`src/rtl/pssp_pkg.sv`:
```
package pssp_pkg;

  ////////////////////////////////////////////////////////////////////////////
  // clock and timing
  localparam int unsigned CLK_HZ          = 50_000_000;
  localparam int unsigned STRETCH_TIME_MS = 40;
  localparam int unsigned STRETCH_CYCLES  = (CLK_HZ / 1000) * STRETCH_TIME_MS;
  localparam int unsigned STRETCH_W       = 22;

  ////////////////////////////////////////////////////////////////////////////
  // register indices, byte address is four times the index
  localparam logic [7:0] REG_BMCR_IDX  = 8'h00;
  localparam logic [7:0] REG_PCS_IDX   = 8'h17;
  localparam logic [7:0] REG_LBR_IDX   = 8'h18;
  localparam logic [7:0] REG_TBS_IDX   = 8'h1b;
  localparam logic [7:0] REG_STRAP_IDX = 8'h1f;
  localparam int unsigned ADDR_W       = 12;

  // reset values
  localparam logic [15:0] BMCR_RESET = 16'h3000;
  localparam logic [15:0] PCS_RESET  = 16'h0080;
  localparam logic [15:0] LBR_RESET  = 16'h0000;
  localparam logic [15:0] TBS_RESET  = 16'h0000;

  // field positions
  localparam int unsigned BMCR_SPEED  = 13;
  localparam int unsigned BMCR_AN_EN  = 12;
  localparam int unsigned BMCR_PDOWN  = 11;
  localparam int unsigned BMCR_ISO    = 10;
  localparam int unsigned BMCR_FDX    = 8;
  localparam int unsigned PCS_PD_SEL  = 1;
  localparam int unsigned PCS_REFCK_N = 7;
  localparam int unsigned PCS_CL_SEL  = 11;
  localparam int unsigned PCS_REPEAT  = 12;
  localparam int unsigned LBR_CODER   = 14;
  localparam int unsigned LBR_SCR     = 13;
  localparam int unsigned LBR_ALIGN   = 12;
  localparam int unsigned TBS_SERIAL  = 9;

  // strap status register layout
  localparam int unsigned ST_PHYAD = 0;
  localparam int unsigned ST_TXM   = 5;
  localparam int unsigned ST_AN0   = 7;
  localparam int unsigned ST_AN1   = 9;
  localparam int unsigned ST_LPS   = 11;

  ////////////////////////////////////////////////////////////////////////////
  // enumerations
  typedef enum logic [1:0] {
    LVL_LOW   = 2'b00,
    LVL_MID   = 2'b01,
    LVL_HIGH  = 2'b10,
    LVL_CLOCK = 2'b11
  } pssp_level_t;

  typedef enum logic [1:0] {
    MODE_NIBBLE = 2'b00,
    MODE_SYMBOL = 2'b01,
    MODE_SERIAL = 2'b10
  } pssp_if_mode_t;

  typedef enum logic [1:0] {
    PWR_RUN        = 2'b00,
    PWR_SOFT_DOWN  = 2'b01,
    PWR_PIN_DOWN   = 2'b10,
    PWR_START_DOWN = 2'b11
  } pssp_power_t;

  ////////////////////////////////////////////////////////////////////////////
  // carriers
  typedef struct packed {
    logic        reset_pin;
    logic        loopback_request_pin;
    logic        power_down_pin;
    logic        mdc_pin;
    logic        serial_mode_strap;
    logic        coder_bypass_strap;
    logic        alignment_bypass_strap;
    logic        scrambler_bypass_strap;
    logic        isolate_default_strap;
    logic        repeater_strap;
    logic        low_power_start_strap_n;
    pssp_level_t tx_clock_mode_strap;
    pssp_level_t negotiation_strap_1;
    pssp_level_t negotiation_strap_0;
    logic [4:0]  phy_address_strap;
  } pssp_pins_t;

  typedef struct packed {
    logic an_en;
    logic speed100;
    logic fdx;
  } pssp_an_t;

  // negotiation strap pair decode: {auto, 100 Mb/s, full}
  function automatic pssp_an_t pssp_an_decode(input pssp_level_t an1, input pssp_level_t an0);
    pssp_an_t r;
    r = '{an_en: 1'b1, speed100: 1'b1, fdx: 1'b1};
    case ({an1, an0})
      {LVL_LOW,   LVL_MID}:   r = '{1'b0, 1'b0, 1'b0};
      {LVL_HIGH,  LVL_MID}:   r = '{1'b0, 1'b0, 1'b1};
      {LVL_MID,   LVL_LOW}:   r = '{1'b0, 1'b1, 1'b0};
      {LVL_MID,   LVL_HIGH}:  r = '{1'b0, 1'b1, 1'b1};
      {LVL_CLOCK, LVL_MID}:   r = '{1'b0, 1'b1, 1'b1};
      {LVL_MID,   LVL_CLOCK}: r = '{1'b0, 1'b1, 1'b1};
      {LVL_CLOCK, LVL_CLOCK}: r = '{1'b0, 1'b1, 1'b0};
      {LVL_LOW,   LVL_LOW}:   r = '{1'b1, 1'b0, 1'b0};
      {LVL_LOW,   LVL_HIGH}:  r = '{1'b1, 1'b0, 1'b1};
      {LVL_HIGH,  LVL_LOW}:   r = '{1'b1, 1'b1, 1'b0};
      {LVL_CLOCK, LVL_HIGH}:  r = '{1'b1, 1'b1, 1'b1};
      {LVL_CLOCK, LVL_LOW}:   r = '{1'b1, 1'b1, 1'b0};
      {LVL_HIGH,  LVL_CLOCK}: r = '{1'b1, 1'b1, 1'b1};
      {LVL_LOW,   LVL_CLOCK}: r = '{1'b1, 1'b0, 1'b1};
      default:                r = '{1'b1, 1'b1, 1'b1};
    endcase
    return r;
  endfunction

endpackage

```
`src/rtl/pssp_stretch.sv`:
```
`timescale 1ns/10ps
module pssp_stretch #(
  parameter int unsigned CYCLES = pssp_pkg::STRETCH_CYCLES,
  parameter int unsigned W      = pssp_pkg::STRETCH_W
) (
  // clock and reset
  input  wire logic pclk,
  input  wire logic presetn,
  // event in, stretched level out
  input  wire logic trigger,
  output logic      active
);

  typedef struct packed {
    logic [W-1:0] count;
    logic         active;
  } pssp_stretch_state_t;

  pssp_stretch_state_t state;
  pssp_stretch_state_t next_state;

  //////////////////////////////////////////////////////////////////////////////
  // retriggerable hold counter
  always_comb begin
    next_state = state;
    if (trigger) begin
      next_state.count = W'(CYCLES - 1);
    end else if (state.count != '0) begin
      next_state.count = state.count - W'(1);
    end
    next_state.active = trigger | (state.count != '0);
  end

  always_ff @(posedge pclk or negedge presetn) begin
    if (!presetn) begin
      state <= '0;
    end else begin
      state <= next_state;
    end
  end

  assign active = state.active;

endmodule

```
`src/rtl/pssp_top.sv`:
```
// Chosen here: the register offsets and the APB register port.
`timescale 1ns/10ps
module pssp_top #(
  parameter int unsigned STRETCH_CYCLES = pssp_pkg::STRETCH_CYCLES
) (
  // clock and reset
  input  wire logic                       pclk,
  input  wire logic                       presetn,
  // apb slave
  input  wire logic                       psel,
  input  wire logic                       penable,
  input  wire logic                       pwrite,
  input  wire logic [pssp_pkg::ADDR_W-1:0] paddr,
  input  wire logic [31:0]                pwdata,
  output logic      [31:0]                prdata,
  output logic                            pready,
  output logic                            pslverr,
  // board pins and straps, asynchronous
  input  wire pssp_pkg::pssp_pins_t       board_pins,
  // status from the datapath, same clock
  input  wire logic                       rx_activity,
  input  wire logic                       tx_activity,
  input  wire logic                       collision,
  input  wire logic                       descrambler_locked,
  input  wire logic                       good_polarity,
  input  wire logic                       an_speed100,
  input  wire logic                       an_full_duplex,
  // open-drain indicators
  output logic                            polarity_duplex_indicator_o,
  output logic                            polarity_duplex_indicator_oe,
  output logic                            collision_lock_indicator_o,
  output logic                            collision_lock_indicator_oe,
  // speed indicators
  output logic                            slow_speed_indicator,
  output logic                            fast_speed_indicator,
  // reference clock tristate output
  output logic                            reference_clock_output_o,
  output logic                            reference_clock_output_oe,
  // mode and control to the datapath
  output logic                            tx_clock_is_output,
  output logic                            carrier_sense,
  output logic                            pmd_loopback,
  output logic                            endec_loopback,
  output pssp_pkg::pssp_if_mode_t         interface_mode,
  output pssp_pkg::pssp_power_t           power_state,
  output logic                            circuits_enabled,
  output logic                            mii_isolate,
  output logic                            coder_bypass,
  output logic                            alignment_bypass,
  output logic                            scrambler_bypass,
  output logic                            device_in_reset
);

  typedef struct packed {
    pssp_pkg::pssp_pins_t    sync1;
    pssp_pkg::pssp_pins_t    sync2;
    logic                    mdc_prev;
    logic [15:0]             bmcr;
    logic [15:0]             pcs;
    logic [15:0]             lbr;
    logic [15:0]             tbs;
    pssp_pkg::pssp_level_t   txm;
    pssp_pkg::pssp_level_t   an1;
    pssp_pkg::pssp_level_t   an0;
    logic [4:0]              phyad;
    logic                    low_power;
    logic [31:0]             prdata;
    logic                    refclk;
    logic                    refclk_en;
    logic                    txclk_out;
    logic                    pd_led;
    logic                    col_led;
    logic                    sp_10;
    logic                    sp_100;
    logic                    crs;
    logic                    pmd_lb;
    logic                    endec_lb;
    pssp_pkg::pssp_if_mode_t mode;
    pssp_pkg::pssp_power_t   power;
  } pssp_state_t;

  pssp_state_t state;
  pssp_state_t next_state;

  logic                    col_stretched;
  logic                    in_reset;
  logic                    speed100;
  logic                    fdx;
  logic                    mdc_toggle;
  logic                    hit;
  logic                    wr_en;
  logic [7:0]              reg_idx;
  logic [15:0]             rd_val;
  pssp_pkg::pssp_an_t      an_cfg;

  //////////////////////////////////////////////////////////////////////////////
  // collision event stretcher
  pssp_stretch #(
    .CYCLES (STRETCH_CYCLES),
    .W      (pssp_pkg::STRETCH_W)
  ) u_col_stretch (
    .pclk    (pclk),
    .presetn (presetn),
    .trigger (collision),
    .active  (col_stretched)
  );

  //////////////////////////////////////////////////////////////////////////////
  // decode
  assign in_reset   = state.sync2.reset_pin;
  assign mdc_toggle = state.sync2.mdc_pin ^ state.mdc_prev;
  assign reg_idx    = paddr[9:2];
  assign an_cfg     = pssp_pkg::pssp_an_decode(state.sync2.negotiation_strap_1,
                                               state.sync2.negotiation_strap_0);
  assign wr_en      = psel & penable & pwrite & hit & ~in_reset;

  always_comb begin
    hit = (paddr[1:0] == 2'b00) && (paddr[11:10] == 2'b00) &&
          ((reg_idx == pssp_pkg::REG_BMCR_IDX) || (reg_idx == pssp_pkg::REG_PCS_IDX) ||
           (reg_idx == pssp_pkg::REG_LBR_IDX) || (reg_idx == pssp_pkg::REG_TBS_IDX) ||
           (reg_idx == pssp_pkg::REG_STRAP_IDX));
  end

  always_comb begin
    rd_val = 16'h0000;
    case (reg_idx)
      pssp_pkg::REG_BMCR_IDX: rd_val = state.bmcr;
      pssp_pkg::REG_PCS_IDX:  rd_val = state.pcs;
      pssp_pkg::REG_LBR_IDX:  rd_val = state.lbr;
      pssp_pkg::REG_TBS_IDX:  rd_val = state.tbs;
      pssp_pkg::REG_STRAP_IDX: begin
        rd_val[pssp_pkg::ST_PHYAD +: 5] = state.phyad;
        rd_val[pssp_pkg::ST_TXM +: 2]   = state.txm;
        rd_val[pssp_pkg::ST_AN0 +: 2]   = state.an0;
        rd_val[pssp_pkg::ST_AN1 +: 2]   = state.an1;
        rd_val[pssp_pkg::ST_LPS]        = state.low_power;
      end
      default: rd_val = 16'h0000;
    endcase
  end

  // speed and duplex, forced or negotiated
  always_comb begin
    speed100 = state.bmcr[pssp_pkg::BMCR_AN_EN] ? an_speed100
                                                : state.bmcr[pssp_pkg::BMCR_SPEED];
    fdx      = state.bmcr[pssp_pkg::BMCR_AN_EN] ? an_full_duplex
                                                : state.bmcr[pssp_pkg::BMCR_FDX];
  end

  //////////////////////////////////////////////////////////////////////////////
  // next state
  always_comb begin
    next_state          = state;
    next_state.sync1    = board_pins;
    next_state.sync2    = state.sync1;
    next_state.mdc_prev = state.sync2.mdc_pin;

    // apb read data captured in the setup cycle
    if (psel && !penable && !pwrite) begin
      next_state.prdata = hit ? {16'h0000, rd_val} : 32'h0;
    end

    if (in_reset) begin
      // initialize, then track straps until release
      next_state.bmcr = pssp_pkg::BMCR_RESET;
      next_state.pcs  = pssp_pkg::PCS_RESET;
      next_state.lbr  = pssp_pkg::LBR_RESET;
      next_state.tbs  = pssp_pkg::TBS_RESET;
      next_state.bmcr[pssp_pkg::BMCR_AN_EN] = an_cfg.an_en;
      next_state.bmcr[pssp_pkg::BMCR_SPEED] = an_cfg.speed100;
      next_state.bmcr[pssp_pkg::BMCR_FDX]   = an_cfg.fdx;
      next_state.bmcr[pssp_pkg::BMCR_ISO]   = state.sync2.isolate_default_strap;
      next_state.pcs[pssp_pkg::PCS_REPEAT]  = state.sync2.repeater_strap;
      next_state.lbr[pssp_pkg::LBR_CODER]   = state.sync2.coder_bypass_strap;
      next_state.lbr[pssp_pkg::LBR_ALIGN]   = state.sync2.alignment_bypass_strap;
      next_state.lbr[pssp_pkg::LBR_SCR]     = state.sync2.scrambler_bypass_strap;
      next_state.tbs[pssp_pkg::TBS_SERIAL]  = state.sync2.serial_mode_strap;
      next_state.phyad = state.sync2.phy_address_strap;
      next_state.txm   = state.sync2.tx_clock_mode_strap;
      next_state.an1   = state.sync2.negotiation_strap_1;
      next_state.an0   = state.sync2.negotiation_strap_0;
      next_state.low_power = ~state.sync2.low_power_start_strap_n;
    end else begin
      if (mdc_toggle) begin
        next_state.low_power = 1'b0;
      end
      if (wr_en) begin
        case (reg_idx)
          pssp_pkg::REG_BMCR_IDX: next_state.bmcr = pwdata[15:0];
          pssp_pkg::REG_PCS_IDX:  next_state.pcs  = pwdata[15:0];
          pssp_pkg::REG_LBR_IDX:  next_state.lbr  = pwdata[15:0];
          pssp_pkg::REG_TBS_IDX:  next_state.tbs  = pwdata[15:0];
          default: next_state.bmcr = state.bmcr;
        endcase
      end
    end

    // transmit clock direction and reference clock enable
    next_state.txclk_out = (state.txm == pssp_pkg::LVL_LOW);
    next_state.refclk_en = (state.txm == pssp_pkg::LVL_HIGH) |
                           ~state.pcs[pssp_pkg::PCS_REFCK_N];
    next_state.refclk    = next_state.refclk_en ? ~state.refclk : 1'b0;

    // interface mode
    if (state.tbs[pssp_pkg::TBS_SERIAL]) begin
      next_state.mode = pssp_pkg::MODE_SERIAL;
    end else if (state.lbr[pssp_pkg::LBR_ALIGN] || state.lbr[pssp_pkg::LBR_CODER]) begin
      next_state.mode = pssp_pkg::MODE_SYMBOL;
    end else begin
      next_state.mode = pssp_pkg::MODE_NIBBLE;
    end

    // power state, pin wins over start strap over software
    if (state.sync2.power_down_pin) begin
      next_state.power = pssp_pkg::PWR_PIN_DOWN;
    end else if (state.low_power) begin
      next_state.power = pssp_pkg::PWR_START_DOWN;
    end else if (state.bmcr[pssp_pkg::BMCR_PDOWN]) begin
      next_state.power = pssp_pkg::PWR_SOFT_DOWN;
    end else begin
      next_state.power = pssp_pkg::PWR_RUN;
    end

    // loopback
    next_state.pmd_lb   = state.sync2.loopback_request_pin & speed100;
    next_state.endec_lb = state.sync2.loopback_request_pin & ~speed100;

    // carrier sense
    if (state.pcs[pssp_pkg::PCS_REPEAT] || fdx) begin
      next_state.crs = rx_activity;
    end else begin
      next_state.crs = rx_activity | tx_activity;
    end

    // indicators, high means lamp on
    if (speed100) begin
      next_state.pd_led = fdx;
    end else begin
      next_state.pd_led = state.pcs[pssp_pkg::PCS_PD_SEL] ? fdx : good_polarity;
    end
    next_state.col_led = state.pcs[pssp_pkg::PCS_CL_SEL] ? descrambler_locked
                                                         : col_stretched;
    next_state.sp_10  = ~speed100;
    next_state.sp_100 = speed100;
  end

  always_ff @(posedge pclk or negedge presetn) begin
    if (!presetn) begin
      state        <= '0;
      state.bmcr   <= pssp_pkg::BMCR_RESET;
      state.pcs    <= pssp_pkg::PCS_RESET;
      state.lbr    <= pssp_pkg::LBR_RESET;
      state.tbs    <= pssp_pkg::TBS_RESET;
      state.txm    <= pssp_pkg::LVL_MID;
      state.an1    <= pssp_pkg::LVL_MID;
      state.an0    <= pssp_pkg::LVL_MID;
      state.mode   <= pssp_pkg::MODE_NIBBLE;
      state.power  <= pssp_pkg::PWR_RUN;
    end else begin
      state <= next_state;
    end
  end

  //////////////////////////////////////////////////////////////////////////////
  // outputs
  assign prdata  = state.prdata;
  assign pready  = 1'b1;
  assign pslverr = psel & penable & ~hit;

  assign polarity_duplex_indicator_o  = 1'b0;
  assign polarity_duplex_indicator_oe = state.pd_led;
  assign collision_lock_indicator_o   = 1'b0;
  assign collision_lock_indicator_oe  = state.col_led;
  assign slow_speed_indicator         = state.sp_10;
  assign fast_speed_indicator         = state.sp_100;
  assign reference_clock_output_o     = state.refclk;
  assign reference_clock_output_oe    = state.refclk_en;
  assign tx_clock_is_output           = state.txclk_out;
  assign carrier_sense                = state.crs;
  assign pmd_loopback                 = state.pmd_lb;
  assign endec_loopback               = state.endec_lb;
  assign interface_mode               = state.mode;
  assign power_state                  = state.power;
  assign circuits_enabled             = (state.power == pssp_pkg::PWR_RUN);
  assign mii_isolate                  = state.bmcr[pssp_pkg::BMCR_ISO];
  assign coder_bypass                 = state.lbr[pssp_pkg::LBR_CODER];
  assign alignment_bypass             = state.lbr[pssp_pkg::LBR_ALIGN];
  assign scrambler_bypass             = state.lbr[pssp_pkg::LBR_SCR];
  assign device_in_reset              = in_reset;

endmodule

```
`config.mk`:
```
export PLATFORM = sky130hd
export DESIGN_NAME = pssp_top
export DESIGN_NICKNAME = d
export VERILOG_FILES = /design/src/rtl/pssp_pkg.sv /design/src/rtl/pssp_stretch.sv /design/src/rtl/pssp_top.sv
export SDC_FILE = /design/constraint.sdc
export NUM_CORES = 1
export LEC_CHECK = 0
export BUFFER_PORTS_ARGS = -buffer_cell sky130_fd_sc_hd__buf_4
export CAP_MARGIN = 40
export CORE_ASPECT_RATIO = 0.7
export CORE_MARGIN = 2
export CORE_UTILIZATION = 56
export CTS_CLUSTER_SIZE = 8
export DETAILED_ROUTE_END_ITERATION = 12
export PLACE_DENSITY_LB_ADDON = 0.1
export SYNTH_ARGS = -nofsm -noshare
export SYNTH_HDL_FRONTEND = slang
export SYNTH_SLANG_ARGS = --single-unit
export TNS_END_PERCENT = 10
```
`constraint.sdc`:
```
create_clock -name pclk -period 2.85 [get_ports pclk]
set_input_delay 0.57 -clock pclk [delete_from_list [all_inputs] [get_ports pclk]]
set_output_delay 0.57 -clock pclk [all_outputs]
set_load 0.01 [all_outputs]
```
==> metrics.yaml <==
sta:
  timing.final.crit_share: 0.986
  finalSetupViolations: 0
  max_slew_margin: 0.577
  fin_ws_ns: 0.0399
  period_needed_ns: 2.81
  hold_viol: 0
  rsz0062_at_grt: "no"
  slew_violations: 0
  max_freq_ghz: 0.356
  tns_ns: 0
  clock-skew-final_ns: 0.00881
  tightest_slew_ns: 0.632
power_and_ir_drop:
  p_leak_nw: 3.95
  power.total_w: 0.00532
  seqPwrFrac: 0.492
  p_per_area_mw_per_mm2: 585
  share_comb_of_total_power: 0.071
  vdd_drop_max_mv: 0.461
  power.switching_w: 0.00135
  internal-power_w: 0.00397
  p_clk_frac: 0.437
  p_sw_frac: 0.253
place:
  dp_hpwl_mm: 11.9
  gp_congestion: 0.819
  pre_cts_ws_ns: 0.0517
  port_buffers: 98
floorplan:
  ios: 134
  dieWidth_um: 144
  die_area_sq_mm: 0.0146
  start_util: 0.577
  die_y_um: 102
  rows: 35
  core-area_sq_mm: 0.0132
routing:
  drtPass1Iterations: 6
  vias_per_cell: 5.54
  dr_total_vias: 5481
  route.detailed.wl_per_inst_um: 17.8
  ant_nets: 0
  drt_iter0_drc: 413
  wirelength_mm: 17.6
  drc_errors: 0
logic_synthesis:
  syn_avg_cell_area_sq_um: 11.0
  synth_area_leader_cell: "dfrtp_1"
  synth-simple-area-share: 0.150
  ys_seq_area_frac: 0.572
  synth-xor-area-share: 0.0138
  yosysMostFrequentCell: "dfrtp_1"
  yosys-top-cells-area: "dfrtp_1 55%, mux2i_1 6.2%, nand2_1 4.0%, buf_4 3.8%, nor2_1 3.5%"
  netlist.area_leader.share: 0.551
  ys_warn_count: 0
  ys_types: 57
  ys.flop_type: "dfrtp_1"
  synth_cells: 696
  synthAdderAreaFrac: 0.00984
  synth_common_cells: "168 x dfrtp_1, 81 x nand2_1, 71 x nor2_1"
  synth-edff-count: 0
  synth-compound-area-share: 0.105
  synth_top_family_by_area: "simple AND/OR/NAND/NOR gates"
  async_reset_ff_frac: 1.00
  ys_ff_latch: 174
  synth_area_sq_mm: 0.00763
  synth_mux_area_frac: 0.0882
worst_setup_path:
  cp_slowest_cell: "or4b_1"
  arrival_ns: 2.24
  required_ns: 2.28
  cp-start-kind: "input pin"
  cp_max_fo: 6
  crit_family: "simple AND/OR/NAND/NOR gates"
  critical_path_buf_inv_count: 2
  critPathKind: "input pin to output pin"
  endpoint_kind: "output pin"
  slowest_delay_ns: 0.60
  r2r_start: "u_col_stretch.state[15]$_DFFE_PN0P_"
  worstPathCellList: "buf_4, or4b_1, or4b_1, and4_1, buf_4"
  startpoint: "paddr[7]"
global_route:
  grt_pass1_wl_mm: 27.8
  antenna_found_initial: 0
  overflow: 0
  grt_usage: 0.253
  grt_start_max_net_pins: 71
  grt_pass1_vias: 5358
clock_tree:
  clock-sinks: 174
  path_clk_slew_ns: 0.07
  ctsHoldBuffers: 0
  clk_latency_ns: 0.43
  cts_setup_buffers: 0
  h-tree-depth: 4
  cts_resized: 0
  cts_tree: "done"
  clk_path_buf_depth: 2
  numCtsBuffers: 17
  clockRootBuffer: "clkbuf_16"
outcome:
  status: "finished, final reports clean"
worst_hold_path:
  hold_class: "input pin to async pin"
flow_run:
  drv_cap: 0
finish:
  nNetsFinal: 875
  areaGrowthSynthToFinish_pct: 19.2
  drive_gt1_frac: 0.256
  nFillCells: 996
  num_antenna_cells: 0
[flip-flops by register name (all words and copies together) (netlist names), 2 cells and up]
name and count:
u_col_stretch.state 22, interface_mode 2, next_state 23, prdata 16
state 93, power_state 2
[per-layer routing]
metal / up-vias / GRT usage / part of all wire
met5: - / 0 / 0
met4: 0 / 0.0875 / 0.014
met3: 21 / 0.0591 / 0.080
met2: 230 / 0.370 / 0.44
met1: 2684 / 0.378 / 0.47
li1: 2546 / - / -
[placed cells by master, fill, tap and decap left out, types with 3 or more instances in the layout]
cell type / n
inv_8: 5
ha_1: 6
mux2_2: 18
nand2b_1: 8
clkbuf_16: 17
inv_6: 4
a221oi_1: 8
dfrtp_1: 167
or2_2: 11
mux2i_1: 47
a21oi_1: 45
buf_4: 123
or4_1: 4
o21ai_1: 4
a22oi_1: 16
nand2_1: 81
buf_12: 3
o22ai_1: 8
nor2b_1: 6
nor2_1: 71
nor3_1: 7
conb_1: 19
nor4_1: 11
and2_1: 6
dfstp_2: 6
a22o_1: 8
inv_1: 10
nand3_1: 3
o21ai_0: 20
xor2_1: 6
xnor2_1: 6
or3_1: 8
[path summary, 6_finish.rpt]
check	end	depth (start not counted)	slack, ns
worst min register to register	state[128]$_DFF_PN0_	0	0.35
max in group asynchronous	prdata[11]$_DFFE_PN0P_	2	1.92
worst min-delay path	next_state[143]$_DFF_PN0_	1	0.13
worst max-delay path	pslverr	5	0.04
min in group pclk	next_state[131]$_DFF_PN0_	1	0.24
worst max register to register	u_col_stretch.state[5]$_DFFE_PN0P_	5	0.71
[power groups by stage]
stage	registers, W	clock network, W	logic [W]
floorplan	0.00265	0	0.000181
global placement	0.00266	0	0.000365
detailed placement	0.00266	0	0.000377
CTS	0.00262	0.00236	0.000380
global route	0.00262	0.00246	0.000417
finish	0.00262	0.00233	0.000378
[cell type report]
class,instances,area (sq um),share of cell area
well taps,185,231,0.0254
clock buffers,17,425,0.0468
flip-flops and latches,174,4360,0.480
inverters,11,41.3,0.00454
clock inverters,15,168,0.0184
multi-input cells,460,2870,0.316
repair buffers,127,995,0.109
[through the flow]
stage	hold WS, ns	utilization	instance area (sq um)	instances
floorplan	0.274	-	7690	713
global placement	0.331	0.643	8500	957
detailed placement	0.335	0.643	8500	957
CTS	0.157	0.688	9100	989
global route	0.193	0.688	9100	989
finish	0.133	0.688	9100	989
[cell families after synthesis]
| logic type | Yosys count |
|---|---|
| other cells | 2 |
| flops | 174 |
| simple gates | 233 |
| buf+inv | 79 |
| xor+xnor | 12 |
| fa+ha+maj | 6 |
| mux | 65 |
| compound gates | 125 |
(Power assumes the default switching activity.)
